--- config.mk ---
export PLATFORM = sky130hd
export DESIGN_NAME = period_timer
export DESIGN_NICKNAME = d
export VERILOG_FILES = /design/src/period_timer_pkg.sv /design/src/period_timer.sv
export VERILOG_INCLUDE_DIRS = /design/src /design/src/src
export SDC_FILE = /design/constraint.sdc
export NUM_CORES = 1
export LEC_CHECK = 0
export BUFFER_PORTS_ARGS = -buffer_cell sky130_fd_sc_hd__buf_2
export CELL_PAD_IN_SITES_DETAIL_PLACEMENT = 0
export CELL_PAD_IN_SITES_GLOBAL_PLACEMENT = 1
export CORE_UTILIZATION = 40
export CTS_BUF_LIST = sky130_fd_sc_hd__clkbuf_8 sky130_fd_sc_hd__clkbuf_16
export DETAILED_ROUTE_END_ITERATION = 8
export PLACE_DENSITY = 0.78
export REMOVE_ABC_BUFFERS = 1
export SYNTH_ARGS = -nofsm -noshare
export SYNTH_HDL_FRONTEND = slang
export SYNTH_SLANG_ARGS = --single-unit
export TNS_END_PERCENT = 30
--- constraint.sdc ---
create_clock -name clk_i -period 5.5 [get_ports clk_i]
set_input_delay 0.275 -clock clk_i [delete_from_list [all_inputs] [get_ports clk_i]]
set_output_delay 0.275 -clock clk_i [all_outputs]
set_load 0.01 [all_outputs]
--- src/period_timer_map.svh ---
// Register offsets, field positions, reset values and timing constants
// of the period timer. Assumes byte addresses on a 32-bit Wishbone bus.
`ifndef PERIOD_TIMER_MAP_SVH
`define PERIOD_TIMER_MAP_SVH

// ************************************************************
// Register offsets
// ************************************************************
`define OFS_COUNT_VALUE 8'h00
`define OFS_PERIOD_VALUE 8'h04
`define OFS_TIMER_CONTROL 8'h08
`define OFS_MATCH_STATUS 8'h0C

// ************************************************************
// Field positions in timer_control
// ************************************************************
`define CTL_ENABLE 0
`define CTL_PRE_LO 1
`define CTL_PRE_HI 3
`define CTL_POST_LO 4
`define CTL_POST_HI 7
`define CTL_MODE_LO 8
`define CTL_MODE_HI 12
`define CTL_PRESCALE_OUTPUT_SYNC 13
`define CTL_ENABLE_CLOCK_SYNC 14

// ************************************************************
// Field positions in match_status
// ************************************************************
`define STS_FLAG 0
`define STS_IRQ_EN 1
`define STS_RUN 2

// ************************************************************
// Reset values
// ************************************************************
`define RST_COUNT_VALUE 8'h00
`define RST_PERIOD_VALUE 8'hFF
`define RST_PRE_SELECT 3'h0
`define RST_POST_SELECT 4'h0
`define RST_MODE 5'h00

// ************************************************************
// Timing
// ************************************************************
`define CLK_PERIOD_NS 10
`define WB_ACK_CYCLES 1

`endif

--- src/period_timer_pkg.sv ---
// Types shared by the period timer.
// Assumes the map header is compiled alongside.
`default_nettype none
package period_timer_pkg;
    typedef enum logic [1:0] {
        CLS_FREE,
        CLS_ONESHOT,
        CLS_MONO,
        CLS_RESERVED
    } mode_class_t;
    typedef logic [7:0] count_t;
endpackage
`default_nettype wire

--- src/period_timer.sv ---
// Period timer with hardware limit, reached over classic Wishbone.
// Assumes timer_clk_i and ext_reset_signal_i are asynchronous pins and
// debug_mode_i comes from logic on clk_i.
//
// Chosen here: the register addresses and the Wishbone slave port.
`include "period_timer_map.svh"
`default_nettype none

module period_timer (
    input wire logic clk_i,
    input wire logic rst_i,
    input wire logic cyc_i,
    input wire logic stb_i,
    input wire logic we_i,
    input wire logic [7:0] adr_i,
    input wire logic [3:0] sel_i,
    input wire logic [31:0] dat_i,
    output logic [31:0] dat_o,
    output logic ack_o,
    input wire logic timer_clk_i,
    input wire logic ext_reset_signal_i,
    input wire logic debug_mode_i,
    output logic period_match_pulse_o,
    output logic irq_o
);

    // ************************************************************
    // Functions
    // ************************************************************
    function automatic period_timer_pkg::mode_class_t class_of(
        input logic [4:0] m);
        case (m[4:3])
            2'h0: class_of = period_timer_pkg::CLS_FREE;
            2'h1: class_of = period_timer_pkg::CLS_ONESHOT;
            2'h2: class_of = period_timer_pkg::CLS_MONO;
            default: class_of = period_timer_pkg::CLS_RESERVED;
        endcase
    endfunction

    function automatic logic is_sel(input logic [2:0] low,
        input logic [2:0] code);
        is_sel = (low == code);
    endfunction

    // ************************************************************
    // Registers and state
    // ************************************************************
    period_timer_pkg::count_t count;
    period_timer_pkg::count_t period;
    logic enable;
    logic [2:0] pre_sel;
    logic [3:0] post_sel;
    logic [4:0] mode;
    logic prescale_output_sync;
    logic enable_clock_sync;
    logic flag;
    logic irq_en;
    logic run;
    logic en_sync;
    logic [6:0] pre_cnt;
    logic [3:0] post_cnt;
    logic ptick_q;
    logic tclk_s1, tclk_s2, tclk_prev;
    logic ers_s1, ers_s2, ers_hold, ers_prev;

    // ************************************************************
    // Bus decode
    // ************************************************************
    wire logic req = cyc_i & stb_i & ~ack_o;
    wire logic wr = req & we_i;
    wire logic [7:0] word_adr = {adr_i[7:2], 2'h0};
    wire logic hit_count = word_adr == `OFS_COUNT_VALUE;
    wire logic hit_period = word_adr == `OFS_PERIOD_VALUE;
    wire logic hit_ctrl = word_adr == `OFS_TIMER_CONTROL;
    wire logic hit_sts = word_adr == `OFS_MATCH_STATUS;
    wire logic wr_count = wr & hit_count & sel_i[0];
    wire logic wr_period = wr & hit_period & sel_i[0];
    wire logic wr_ctl0 = wr & hit_ctrl & sel_i[0];
    wire logic wr_ctl1 = wr & hit_ctrl & sel_i[1];
    wire logic wr_ctrl = wr_ctl0 | wr_ctl1;
    wire logic wr_sts = wr & hit_sts & sel_i[0];
    wire logic [31:0] ctrl_word = {17'h0, enable_clock_sync, prescale_output_sync, mode, post_sel,
        pre_sel, enable};
    wire logic [31:0] sts_word = {29'h0, run, irq_en, flag};
    wire logic [31:0] next_dat =
        hit_count ? {24'h0, count} :
        hit_period ? {24'h0, period} :
        hit_ctrl ? ctrl_word :
        hit_sts ? sts_word : 32'h0;

    // ************************************************************
    // Input sampling and edges
    // ************************************************************
    // Debug freezes the sampled level so no edges are seen; the held level still acts
    wire logic ers = ers_hold;
    wire logic rise = ers & ~ers_prev;
    wire logic fall = ~ers & ers_prev;
    wire logic any_edge = rise | fall;
    wire logic tedge = tclk_s2 & ~tclk_prev;

    // ************************************************************
    // Mode decode
    // ************************************************************
    period_timer_pkg::mode_class_t cls;
    assign cls = class_of(mode);
    wire logic [2:0] low = mode[2:0];
    wire logic is_free = cls == period_timer_pkg::CLS_FREE;
    wire logic is_os = cls == period_timer_pkg::CLS_ONESHOT;
    wire logic is_mono = cls == period_timer_pkg::CLS_MONO;
    wire logic mono_rsv = is_mono & (is_sel(low, 3'h0) |
        is_sel(low, 3'h4) | is_sel(low, 3'h5));
    wire logic reserved = (cls == period_timer_pkg::CLS_RESERVED) |
        mono_rsv;

    // Hardware gating and reset in free-running modes
    wire logic free_gate = is_sel(low, 3'h1) ? ers :
        is_sel(low, 3'h2) ? ~ers : 1'b1;
    wire logic free_edge_rst = (is_sel(low, 3'h3) & any_edge) |
        (is_sel(low, 3'h4) & rise) |
        (is_sel(low, 3'h5) & fall);
    wire logic free_lvl_rst = (is_sel(low, 3'h6) & ~ers) |
        (is_sel(low, 3'h7) & ers);

    // One-shot start and reset selection
    wire logic os_rise = is_sel(low, 3'h1) | is_sel(low, 3'h4) |
        is_sel(low, 3'h6);
    wire logic os_fall = is_sel(low, 3'h2) | is_sel(low, 3'h5) |
        is_sel(low, 3'h7);
    wire logic os_start = is_sel(low, 3'h0) | (os_rise & rise) |
        (os_fall & fall) | (is_sel(low, 3'h3) & any_edge);
    wire logic os_edge_rst = (is_sel(low, 3'h4) & rise) |
        (is_sel(low, 3'h5) & fall);
    wire logic os_lvl_rst = (is_sel(low, 3'h6) & ~ers) |
        (is_sel(low, 3'h7) & ers);

    // Monostable start and reset selection
    wire logic mono_start = (is_sel(low, 3'h1) & rise) |
        (is_sel(low, 3'h2) & fall) | (is_sel(low, 3'h3) & any_edge) |
        (is_sel(low, 3'h6) & ers) | (is_sel(low, 3'h7) & ~ers);
    wire logic mono_lvl_rst = (is_sel(low, 3'h6) & ~ers) |
        (is_sel(low, 3'h7) & ers);

    // ************************************************************
    // Enable, activity and reset events
    // ************************************************************
    // Timer-clock sync of enable costs one input edge but no glitches
    wire logic en_eff = enable_clock_sync ? en_sync : enable;
    // Raw enable too: a late timer-side enable must not restart a one-shot
    wire logic start_evt = enable & en_eff & ~reserved &
        (is_os ? os_start : is_mono & mono_start);
    wire logic lvl_rst = is_free ? free_lvl_rst :
        is_os ? os_lvl_rst : is_mono & mono_lvl_rst;
    wire logic ext_rst_evt = en_eff & ~reserved & ((is_free & free_edge_rst)
        | lvl_rst | (is_os & os_edge_rst));
    wire logic active = en_eff & ~reserved & ~lvl_rst &
        (is_free ? free_gate : run);
    wire logic clr_scalers = wr_count | wr_ctrl | ext_rst_evt;

    // ************************************************************
    // Prescaler
    // ************************************************************
    wire logic [6:0] pre_mask = 7'(8'hFF >> (4'h8 - {1'b0, pre_sel}));
    wire logic pre_full = (pre_cnt | ~pre_mask) == 7'h7F;
    wire logic ptick_raw = tedge & en_eff & pre_full;
    // Resync only helps when the prescaled rate is below the bus clock
    wire logic ptick = prescale_output_sync ? ptick_q : ptick_raw;
    wire logic step = ptick & active & ~clr_scalers;
    wire logic cnt_hit = count == period;
    wire logic match_evt = step & cnt_hit;

    // ************************************************************
    // Postscaler
    // ************************************************************
    wire logic [3:0] post_eff = is_os ? 4'h0 : post_sel;
    wire logic fire = match_evt & (post_cnt == post_eff);
    wire logic os_stop = match_evt & is_os;
    wire logic mono_stop = match_evt & is_mono;

    wire period_timer_pkg::count_t next_count =
        wr_count ? dat_i[7:0] :
        ext_rst_evt ? 8'h00 :
        match_evt ? 8'h00 :
        step ? count + 8'h01 : count;
    wire logic [3:0] next_post = clr_scalers ? 4'h0 :
        fire ? 4'h0 : match_evt ? post_cnt + 4'h1 : post_cnt;
    wire logic [6:0] next_pre = clr_scalers ? 7'h00 :
        (tedge & en_eff) ? pre_cnt + 7'h01 : pre_cnt;
    wire logic next_run = ~en_eff ? 1'b0 :
        (os_stop | mono_stop) ? 1'b0 :
        start_evt ? 1'b1 : run;
    wire logic next_enable = wr_ctl0 ? dat_i[`CTL_ENABLE] :
        os_stop ? 1'b0 : enable;

    // ************************************************************
    // Sampling flops
    // ************************************************************
    always_ff @(posedge clk_i) begin
        tclk_s1 <= timer_clk_i;
        tclk_s2 <= tclk_s1;
        ers_s1 <= ext_reset_signal_i;
        ers_s2 <= ers_s1;
        if (rst_i) begin
            tclk_prev <= 1'b0;
            ers_hold <= 1'b0;
            ers_prev <= 1'b0;
        end else begin
            tclk_prev <= tclk_s2;
            ers_hold <= debug_mode_i ? ers_hold : ers_s2;
            ers_prev <= ers;
        end
    end

    // ************************************************************
    // Bus slave
    // ************************************************************
    always_ff @(posedge clk_i) begin
        if (rst_i) begin
            ack_o <= 1'b0;
            dat_o <= 32'h0;
        end else begin
            ack_o <= req;
            dat_o <= req ? next_dat : dat_o;
        end
    end

    // ************************************************************
    // Configuration registers
    // ************************************************************
    always_ff @(posedge clk_i) begin
        if (rst_i) begin
            period <= `RST_PERIOD_VALUE;
            enable <= 1'b0;
            pre_sel <= `RST_PRE_SELECT;
            post_sel <= `RST_POST_SELECT;
            mode <= `RST_MODE;
            prescale_output_sync <= 1'b0;
            enable_clock_sync <= 1'b0;
            irq_en <= 1'b0;
        end else begin
            enable <= next_enable;
            if (wr_period)
                period <= dat_i[7:0];
            if (wr_ctl0) begin
                pre_sel <= dat_i[`CTL_PRE_HI:`CTL_PRE_LO];
                post_sel <= dat_i[`CTL_POST_HI:`CTL_POST_LO];
            end
            if (wr_ctl1) begin
                mode <= dat_i[`CTL_MODE_HI:`CTL_MODE_LO];
                prescale_output_sync <= dat_i[`CTL_PRESCALE_OUTPUT_SYNC];
                enable_clock_sync <= dat_i[`CTL_ENABLE_CLOCK_SYNC];
            end
            if (wr_sts)
                irq_en <= dat_i[`STS_IRQ_EN];
        end
    end

    // ************************************************************
    // Counters and outputs
    // ************************************************************
    always_ff @(posedge clk_i) begin
        if (rst_i) begin
            count <= `RST_COUNT_VALUE;
            pre_cnt <= 7'h00;
            post_cnt <= 4'h0;
            ptick_q <= 1'b0;
            en_sync <= 1'b0;
            run <= 1'b0;
            flag <= 1'b0;
            period_match_pulse_o <= 1'b0;
        end else begin
            count <= next_count;
            pre_cnt <= next_pre;
            post_cnt <= next_post;
            ptick_q <= ptick_raw & ~clr_scalers;
            en_sync <= tedge ? enable : en_sync;
            run <= next_run;
            // Set wins over a same-cycle clear
            flag <= fire | (flag & ~(wr_sts & dat_i[`STS_FLAG]));
            period_match_pulse_o <= fire |
                (period_match_pulse_o & ~tedge);
        end
    end

    assign irq_o = flag & irq_en;

    // ************************************************************
    // Assertions
    // ************************************************************
    property p_reset_values;
        @(posedge clk_i) rst_i |=> (count == 8'h00 && period == 8'hFF);
    endproperty
    a_reset_values: assert property (p_reset_values)
        else $error("count or period wrong after reset");
    property p_match_zero;
        @(posedge clk_i) disable iff (rst_i)
        (match_evt && !wr_count) |=> count == 8'h00;
    endproperty
    a_match_zero: assert property (p_match_zero)
        else $error("count not zero after period match");
    property p_count_steps;
        @(posedge clk_i) disable iff (rst_i)
        !$stable(count) |-> (count == 8'($past(count) + 8'h01) ||
            count == 8'h00 || $past(wr_count));
    endproperty
    a_count_steps: assert property (p_count_steps)
        else $error("count moved by other than one");
    property p_ctrl_clears;
        @(posedge clk_i) disable iff (rst_i)
        wr_ctrl |=> (pre_cnt == 7'h00 && post_cnt == 4'h0 &&
            (count == $past(count) || $past(step) || $past(ext_rst_evt)));
    endproperty
    a_ctrl_clears: assert property (p_ctrl_clears)
        else $error("control write mishandled counters");
    property p_oneshot_stop;
        @(posedge clk_i) disable iff (rst_i)
        (os_stop && !wr_ctl0) |=> (!enable && !run) [*2];
    endproperty
    a_oneshot_stop: assert property (p_oneshot_stop)
        else $error("one-shot did not stop");
    property p_mono_keeps;
        @(posedge clk_i) disable iff (rst_i)
        (mono_stop && !wr_ctl0) |=> (enable && !run && count == 8'h00);
    endproperty
    a_mono_keeps: assert property (p_mono_keeps)
        else $error("monostable lost enable or did not stop");
    property p_debug_freeze;
        @(posedge clk_i) disable iff (rst_i)
        (debug_mode_i && $past(debug_mode_i)) |-> !any_edge;
    endproperty
    a_debug_freeze: assert property (p_debug_freeze)
        else $error("external edge seen in debug");
    property p_reserved_hold;
        @(posedge clk_i) disable iff (rst_i)
        (reserved && !wr_count) |=> count == $past(count);
    endproperty
    a_reserved_hold: assert property (p_reserved_hold)
        else $error("count moved in reserved mode");
    property p_disabled_hold;
        @(posedge clk_i) disable iff (rst_i)
        (!en_eff && !wr_count && !wr_ctrl) |=>
            (count == $past(count) && pre_cnt == $past(pre_cnt));
    endproperty
    a_disabled_hold: assert property (p_disabled_hold)
        else $error("counters moved while disabled");
    property p_flag_set;
        @(posedge clk_i) disable iff (rst_i)
        fire |=> (flag && period_match_pulse_o);
    endproperty
    a_flag_set: assert property (p_flag_set)
        else $error("flag or pulse missing after postscaler hit");
    property p_post_ratio;
        @(posedge clk_i) disable iff (rst_i)
        (match_evt && !fire && !clr_scalers) |=>
            post_cnt == 4'($past(post_cnt) + 4'h1);
    endproperty
    a_post_ratio: assert property (p_post_ratio)
        else $error("postscaler did not advance");
    property p_ext_clear;
        @(posedge clk_i) disable iff (rst_i)
        (ext_rst_evt && !wr_count) |=> (count == 8'h00 && pre_cnt == 7'h00);
    endproperty
    a_ext_clear: assert property (p_ext_clear)
        else $error("external reset did not clear");

    c_oneshot: cover property (@(posedge clk_i) os_stop);
    c_mono_restart: cover property (@(posedge clk_i)
        mono_stop ##[1:200] start_evt);
    c_edge_reset: cover property (@(posedge clk_i)
        is_free && free_edge_rst && en_eff);
    c_pulse: cover property (@(posedge clk_i)
        fire && post_sel != 4'h0);

endmodule // period_timer
`default_nettype wire

== Yosys cells after proc, flatten, opt, wreduce, memory -nomap -nowiden ==
Index checks and enable logic that the tools add are counted.

* Output and inout bits: 35
* Input port bits: 52
* Word-level logic and storage cells: 167
* Register bits after elaboration: 88

* Shift-type cells: 1
* Reductions and logical operators: 9
* Muxes and demuxes: 20
* Bitwise gates (word level): 90
* Eq/ne operators: 18
* Add/subtract/negate cells: 4

{| class="wikitable"
|+ Operators by type and width
! kind !! number
|-
| $and A1 B1 Y1 || 51
|-
| $mux W15 || 3
|-
| $mux W8 || 4
|-
| $or A1 B1 Y1 || 27
|-
| $eq A3 B3 Y1 const B || 4
|-
| $eq A6 B2 Y1 const B || 2
|-
| $mux W1 || 10
|-
| $not A1 Y1 || 10
|-
| $add A8 B1 Y8 const B || 1
|-
| $eq A8 B8 Y1 || 1
|-
| $logic_not A8 Y1 || 1
|-
| $shr A8 B4 Y7 const A || 1
|-
| $add A7 B1 Y7 const B || 1
|-
| $eq A7 B7 Y1 const B || 1
|-
| $not A7 Y7 || 1
|-
| $or A7 B7 Y7 || 1
|-
| $eq A2 B2 Y1 const B || 3
|-
| $eq A3 B2 Y1 const B || 2
|-
| $eq A6 B1 Y1 const B || 1
|-
| $pmux W2 S3 || 1
|-
| $reduce_or A3 Y1 || 2
|-
| $add A4 B1 Y4 const B || 1
|-
| $eq A2 B1 Y1 const B || 2
|-
| $eq A4 B4 Y1 || 1
|-
| 9 further kinds || 10
|}

== Longest topological paths before layout ==
* Depth after elaboration: 17
* Depth in mapped cells: 10
* Gate-level depth less buffers: 9

== Worst setup path before layout ==
OpenSTA, ideal clock, no wires.

* Kind: register to register
* From: register mode[4]
* To: register count[4]
* Library setup time: 0.128 ns
* Path buffers: 2
* Stages on the path, launching flop included: 10
* Data arrival time: 2.259 ns
* Data required time: 5.372 ns
* Period minus slack after synthesis: 2.386 ns
* Setup slack: 3.114 ns
* Cell sequence: dfxtp_1 clkbuf_1 nand2_1 a311o_1 a2111o_1 a2111oi_4 buf_2 nor4_1 a22oi_1 nor2_1

* Cells in the longest elaborated chain, start to end: 16
* Elaborated cells on any way between the ends: 33
* Those cells by class: eq/ne (5); mux (7); bitwise (18); reduce/logical (3)

{| class="wikitable"
|+ RTL lines
! what !! line !! text
|-
| start: declaration || period_timer.sv:53 || <nowiki>logic [4:0] mode;</nowiki>
|-
| start signal: assignment || period_timer.sv:235 || <nowiki>mode <= `RST_MODE;</nowiki>
|-
| start signal: assignment || period_timer.sv:248 || <nowiki>mode <= dat_i[`CTL_MODE_HI:`CTL_MODE_LO];</nowiki>
|-
| $eq A2 B2 Y1, or another cell as far along || period_timer.sv:32 || <nowiki>case (m[4:3])</nowiki>
|-
| $pmux W2 S3 * || period_timer.sv:32 ||
|-
| $eq A2 B2 Y1 || period_timer.sv:109 || <nowiki>wire logic is_mono = cls == period_timer_pkg::CLS_MONO;</nowiki>
|-
| $and A1 B1 Y1 || period_timer.sv:152 || <nowiki>is_os ? os_lvl_rst : is_mono & mono_lvl_rst;</nowiki>
|-
| $mux W1 || period_timer.sv:152 ||
|-
| $mux W1 || period_timer.sv:151 || <nowiki>wire logic lvl_rst = is_free ? free_lvl_rst :</nowiki>
|-
| $or A1 B1 Y1 (2 in series) || period_timer.sv:154 || <nowiki>| lvl_rst | (is_os & os_edge_rst));</nowiki>
|-
| $and A1 B1 Y1 || period_timer.sv:153 || <nowiki>wire logic ext_rst_evt = en_eff & ~reserved & ((is_free & free_edge_rst)</nowiki>
|-
| $or A1 B1 Y1 || period_timer.sv:157 || <nowiki>wire logic clr_scalers = wr_count | wr_ctrl | ext_rst_evt;</nowiki>
|-
| $not A1 Y1 || period_timer.sv:167 || <nowiki>wire logic step = ptick & active & ~clr_scalers;</nowiki>
|-
| $and A1 B1 Y1 || period_timer.sv:167 ||
|-
| $and A1 B1 Y1 || period_timer.sv:169 || <nowiki>wire logic match_evt = step & cnt_hit;</nowiki>
|-
| $mux W8 || period_timer.sv:182 || <nowiki>match_evt ? 8'h00 :</nowiki>
|-
| $mux W8 || period_timer.sv:181 || <nowiki>ext_rst_evt ? 8'h00 :</nowiki>
|-
| $mux W8 || period_timer.sv:180 || <nowiki>wr_count ? dat_i[7:0] :</nowiki>
|-
| end signal: assignment || period_timer.sv:262 || <nowiki>count <= `RST_COUNT_VALUE;</nowiki>
|-
| end signal: assignment || period_timer.sv:271 || <nowiki>count <= next_count;</nowiki>
|-
| end: declaration || period_timer.sv:48 || <nowiki>period_timer_pkg::count_t count;</nowiki>
|}

Every way passes the cells marked *; elsewhere a longest branch is shown, timed or not.
A chain may end at the register's enable or synchronous reset.

== Worst setup path after layout ==
* From: register enable
* To: register post_cnt[0]

* Cells in the longest elaborated chain, start to end: 9
* Elaborated cells on any way between the ends: 15
* Those cells by class: mux (2); bitwise (12); reduce/logical (1)

{| class="wikitable"
|+ RTL lines
! what !! line !! text
|-
| start: declaration || period_timer.sv:50 || <nowiki>logic enable;</nowiki>
|-
| start signal: assignment || period_timer.sv:240 || <nowiki>enable <= next_enable;</nowiki>
|-
| $mux W1 * || period_timer.sv:147 || <nowiki>wire logic en_eff = enable_clock_sync ? en_sync : enable;</nowiki>
|-
| $and A1 B1 Y1 (on tied branches) (2 in series) || period_timer.sv:164, period_timer.sv:153, period_timer.sv:155 ||
|-
| $mux W1, or another cell as far along || period_timer.sv:166 || <nowiki>wire logic ptick = prescale_output_sync ? ptick_q : ptick_raw;</nowiki>
|-
| $and A1 B1 Y1 or $not A1 Y1 (tied branches) || period_timer.sv:167 ||
|-
| $and A1 B1 Y1 || period_timer.sv:167 ||
|-
| $and A1 B1 Y1 || period_timer.sv:169 ||
|-
| $and A1 B1 Y1 || period_timer.sv:175 || <nowiki>wire logic fire = match_evt & (post_cnt == post_eff);</nowiki>
|-
| $reduce_or A3 Y1 (no line) || -- ||
|-
| end signal: assignment || period_timer.sv:273 || <nowiki>post_cnt <= next_post;</nowiki>
|-
| end: declaration || period_timer.sv:61 || <nowiki>logic [3:0] post_cnt;</nowiki>
|}

Marked as above.

==> results by stage <==
Outcome:
- The run finished, with violations left.
- The checks that failed: DRC.

Critical path:
- On the critical path, the stage with the largest delay is an instance of sky130_fd_sc_hd__a2111oi_4.
- Along the worst path, the maximum fanout reaches 13.
- The critical path launch point type is a flop.
- The required time of the worst setup path is between 5 and 6 ns.
- The arrival time of data at the critical path endpoint is 3.33 ns.
- The kind of end point of the critical path is a flop.
- The type of the worst setup path is flop to flop.
- The delay of the slowest cell on the worst path is 0.87 ns.
- Walking the worst path, the cells encountered are mux2i_1 > nor2_1 > o2111ai_1 > a2111oi_4 > nand2b_2 > or3_1 > a21oi_1.

Logic synthesis:
- The number of library cell types mapped by synthesis is 56.
- The number of enable flip-flop cells after synthesis is 0.
- The fraction of registers with async set/reset is 0%.
- sky130_fd_sc_hd__dfxtp_1 takes more of the synthesized area than any other cell.
- Synthesis inferred 71 register bits.
- The commonest cells after synthesis are sky130_fd_sc_hd__dfxtp_1 (71), sky130_fd_sc_hd__nor2_1 (58), sky130_fd_sc_hd__mux2i_1 (23), sky130_fd_sc_hd__nand2_1 (23), sky130_fd_sc_hd__o21ai_0 (20).
- Of the post-synthesis cell area, the dominant cell type holds 38.3%.
- Among all flip-flop cells after synthesis, the most frequent one is sky130_fd_sc_hd__dfxtp_1.
- The number of warning messages in the yosys log is 0.
- The portion of the post-synthesis area used by sequential elements is 38.3%.
- The most common cell in the synthesized netlist is sky130_fd_sc_hd__dfxtp_1.
- Ranked by total cell area, the synthesized netlist is headed by sky130_fd_sc_hd__dfxtp_1 (38%), sky130_fd_sc_hd__mux2i_1 (6.2%), sky130_fd_sc_hd__nor2_1 (5.9%), sky130_fd_sc_hd__buf_4 (3.6%), sky130_fd_sc_hd__a22oi_1 (3.2%).
- The cell area that synthesis handed to floorplanning was around 3700 µm².
- The gate count after technology mapping is 430.
- The post-synthesis average cell area is 8.63 µm².

Timing:
- Counting I/O delays and the setup requirement, the final critical path takes between 3 and 4 ns.
- Headroom to the max-slew limit came out at 25.7%.
- The final hold violation count is 0.
- The highest attainable clock frequency is 327 MHz.
- The transition time at the pin with the least slew margin is 1.11 ns.
- On the final layout, the worst hold slack is 0.0340 ns.
- The max-slew violation total from the final report is 0.
- Across the routed clock network, the largest skew measured is 0.0126 ns.
- The smallest setup slack after layout is 2.44 ns.
- The final setup violation count is 0.
- The accumulated negative setup slack is 0 ns.
- Setup repair after global routing left no endpoint under its margin.
- The final critical path takes up 55.7% of the cycle.

Place:
- The placer's final routability congestion estimate is around 0.77.
- Input and output buffers added on the ports amount to 48.
- OpenSTA, run right after detailed placement, puts the worst setup slack at 2.47 ns.
- After legalization and detailed placement, the total HPWL measured roughly 6 mm.

GRT:
- The largest net degree at the start of global routing is 60.
- The number of global-route vias before repair is 2838.
- Global routing finished with a remaining overflow of 0.
- The first global-routing pass estimated 14.4 mm of wire.
- In the global route stage, overall resource usage came out at approximately a fifth.
- The initial antenna violation count is 0.

Pwr:
- In this run, the clock network consumes 47.5% of the power.
- The total power draw is 0.00108 W.
- Per report_power, the combinational group accounts for 4.7% of the total.
- The worst ir drop on vdd is about 0.13 mV.
- Summed over all nets, the switching power comes to 0.000237 W.
- The internal power summed over all cells is roughly 0.00085 W.
- In this run the static leakage power is approximately 1.6 nW.
- In this run switching power makes up between 20% and 30% of total power.
- The proportion of power drawn by flip-flops and latches is 47.9%.
- The power per cell area is 259 nW/µm².

Cells and area:
- Compared with the post-synthesis result, the final layout area differs by 13.0%.
- The number of fill cells is roughly 870.
- The flip-flop and latch area is 1420 µm².
- The number of antenna diodes in the final layout is 0.
- For this run, the post-layout net count is 526.
- The area of the multi-input gates is 2080 µm².
- The proportion of layout cells with a drive suffix above 1 is around 16%.

Clock tree:
- The clock net in this run drives a total of 71 sinks.
- In this run the post-CTS setup repair buffer count came out at 0.
- The clock reaches the later pin of the worst-skew pair after 0.35 ns.
- The cell at the root of the clock tree is sky130_fd_sc_hd__clkbuf_8.
- TritonCTS built the clock tree.
- Gates resized during post-CTS repair numbered 0.
- The clock tree synthesis step divided the H-tree into 3 levels.
- Clock tree synthesis inserted a total of 9 buffers.
- The maximum count of clock buffers along a single path is 2.
- For this design, the CTS-stage hold fixing added 0 buffers.
- Clock-pin slew was measured on the worst setup and hold paths at ~0.070 ns.

Job:
- The number of maximum-capacitance constraint violations is 0.

Detailed routing:
- The ratio of routed vias to standard cells is 5.38.
- The count of vias placed by the detailed router is 3128.
- The number of optimization iterations in the first detailed-route pass is 9.
- The routed design has 8.55 mm of wire.
- The post-route DRC violation count is 7.
- Dividing the detail-routed wire length by the instance count gives about 15 µm.
- The detail route stage leaves a number of antenna-violating nets equal to 0.
- The first routing iteration left between 200 and 250 violations.

Floorplanning:
- The initialized floorplan defines 34 standard-cell rows.
- The top-level I/O count is 87.
- The core region is 8850 µm².
- The width of the die is 98.3 µm.
- The starting density of the core is a little over two fifths.
- The die footprint is 9660 µm².
- The overall die height is 98.3 µm.

Worst hold path:
- The class of the most critical hold timing path is primary input to flop.
## sequential cells by signal, indices dropped and copies added, names as in the netlist, 3 cells and up
name / count
period: 8
mode: 5
post_cnt: 4
count: 8
dat_o: 15
pre_sel: 3
pre_cnt: 7
post_sel: 4
## cells by family (layout without fill, tap and decap cells)
logic type                 after synthesis  count (layout)  share of synthesized area (%)
and+or+nand+nor                        160             160                           22.1
other                                    1              17                          0.101
xor gates and xnor gates                17              17                           4.01
DFF                                     71              71                           38.3
buffers and inverters                   54              81                           7.35
muxes                                   27              27                           8.33
AOI/OAI and AO/OA                       94              94                           17.8
adders and majority gates                6               6                           2.02
## worst max-delay path, delay by kind of cell (launching register included)
family,cells,cell delay (ns)
muxes,1,0.22
and+or+nand+nor,3,0.98
AOI/OAI and AO/OA,3,1.36
DFF,1,0.42
## cell usage in the layout (no fill, tap or decap), types with 2 or more instances in the layout
cell	instances
sky130_fd_sc_hd__dfxtp_1	71
sky130_fd_sc_hd__nor2_1	58
sky130_fd_sc_hd__buf_2	48
sky130_fd_sc_hd__mux2i_1	23
sky130_fd_sc_hd__nand2_1	23
sky130_fd_sc_hd__o21ai_0	20
sky130_fd_sc_hd__a21oi_1	18
sky130_fd_sc_hd__conb_1	17
sky130_fd_sc_hd__inv_1	16
sky130_fd_sc_hd__a22oi_1	16
sky130_fd_sc_hd__nor2b_1	14
sky130_fd_sc_hd__xor2_1	12
sky130_fd_sc_hd__clkbuf_8	10
sky130_fd_sc_hd__nand3_1	9
sky130_fd_sc_hd__a211o_1	9
sky130_fd_sc_hd__nor4_1	8
sky130_fd_sc_hd__nand2b_1	8
sky130_fd_sc_hd__nor3_1	7
sky130_fd_sc_hd__ha_1	6
sky130_fd_sc_hd__and2_1	5
sky130_fd_sc_hd__and3_1	5
sky130_fd_sc_hd__xnor2_1	5
sky130_fd_sc_hd__nand3b_1	5
sky130_fd_sc_hd__o211ai_1	4
sky130_fd_sc_hd__a211oi_1	4
sky130_fd_sc_hd__nand4_1	3
sky130_fd_sc_hd__a21o_1	3
sky130_fd_sc_hd__o31a_1	3
sky130_fd_sc_hd__o32ai_1	3
sky130_fd_sc_hd__a31oi_1	3
sky130_fd_sc_hd__or3_1	3
sky130_fd_sc_hd__mux4_2	3
sky130_fd_sc_hd__bufinv_16	3
sky130_fd_sc_hd__or3b_2	2
sky130_fd_sc_hd__nor3b_1	2
sky130_fd_sc_hd__clkinvlp_4	2
sky130_fd_sc_hd__buf_4	2
## per-stage QoR
step / instances / instance area [µm²] / util (%)
after floorplan: 407 / 3550 / -
after global placement: 565 / 3940 / 44.6
after detailed placement: 565 / 3940 / 44.6
after CTS: 581 / 4190 / 47.4
after global routing: 581 / 4190 / 47.4
final: 581 / 4190 / 47.4
## cell type report
class / count / area share [%]
multi-input cells: 321 / 49.5
flip-flops and latches: 71 / 33.9
repair buffers: 50 / 6.09
clock buffers: 10 / 3.28
well taps: 108 / 3.22
clock inverters: 6 / 2.60
inverters: 15 / 1.34
## routing by layer
| metal | share of wire (%) | GRT usage (%) | vias up |
|---|---|---|---|
| met1 | 50 | 26.3 | 1447 |
| met4 | 1.4 | 7.35 | 0 |
| met5 | 0 | 0 | - |
| met3 | 5.0 | 3.51 | 12 |
| li1 | - | - | 1572 |
| met2 | 44 | 28.2 | 97 |
## worst paths after layout
check | start | endpoint | slack (ns) | cells after the start
worst min-delay path | ext_reset_signal_i | ers_s1 | 0.03 | 1
worst max register to register | enable | post_cnt[0] | 2.44 | 7
worst max-delay path | enable | post_cnt[0] | 2.44 | 7
worst min register to register | tclk_s1 | tclk_s2 | 0.33 | 0
## power by group through the flow
stage	registers (W)	clock network [W]	logic (W)
floorplan	0.000531	0	0.0000219
global placement	0.000531	0	0.0000504
detailed placement	0.000531	0	0.0000507
CTS	0.000519	0.000526	0.0000508
global route	0.000519	0.000549	0.0000564
finish	0.000519	0.000515	0.0000505
(Power assumes the default switching activity.)
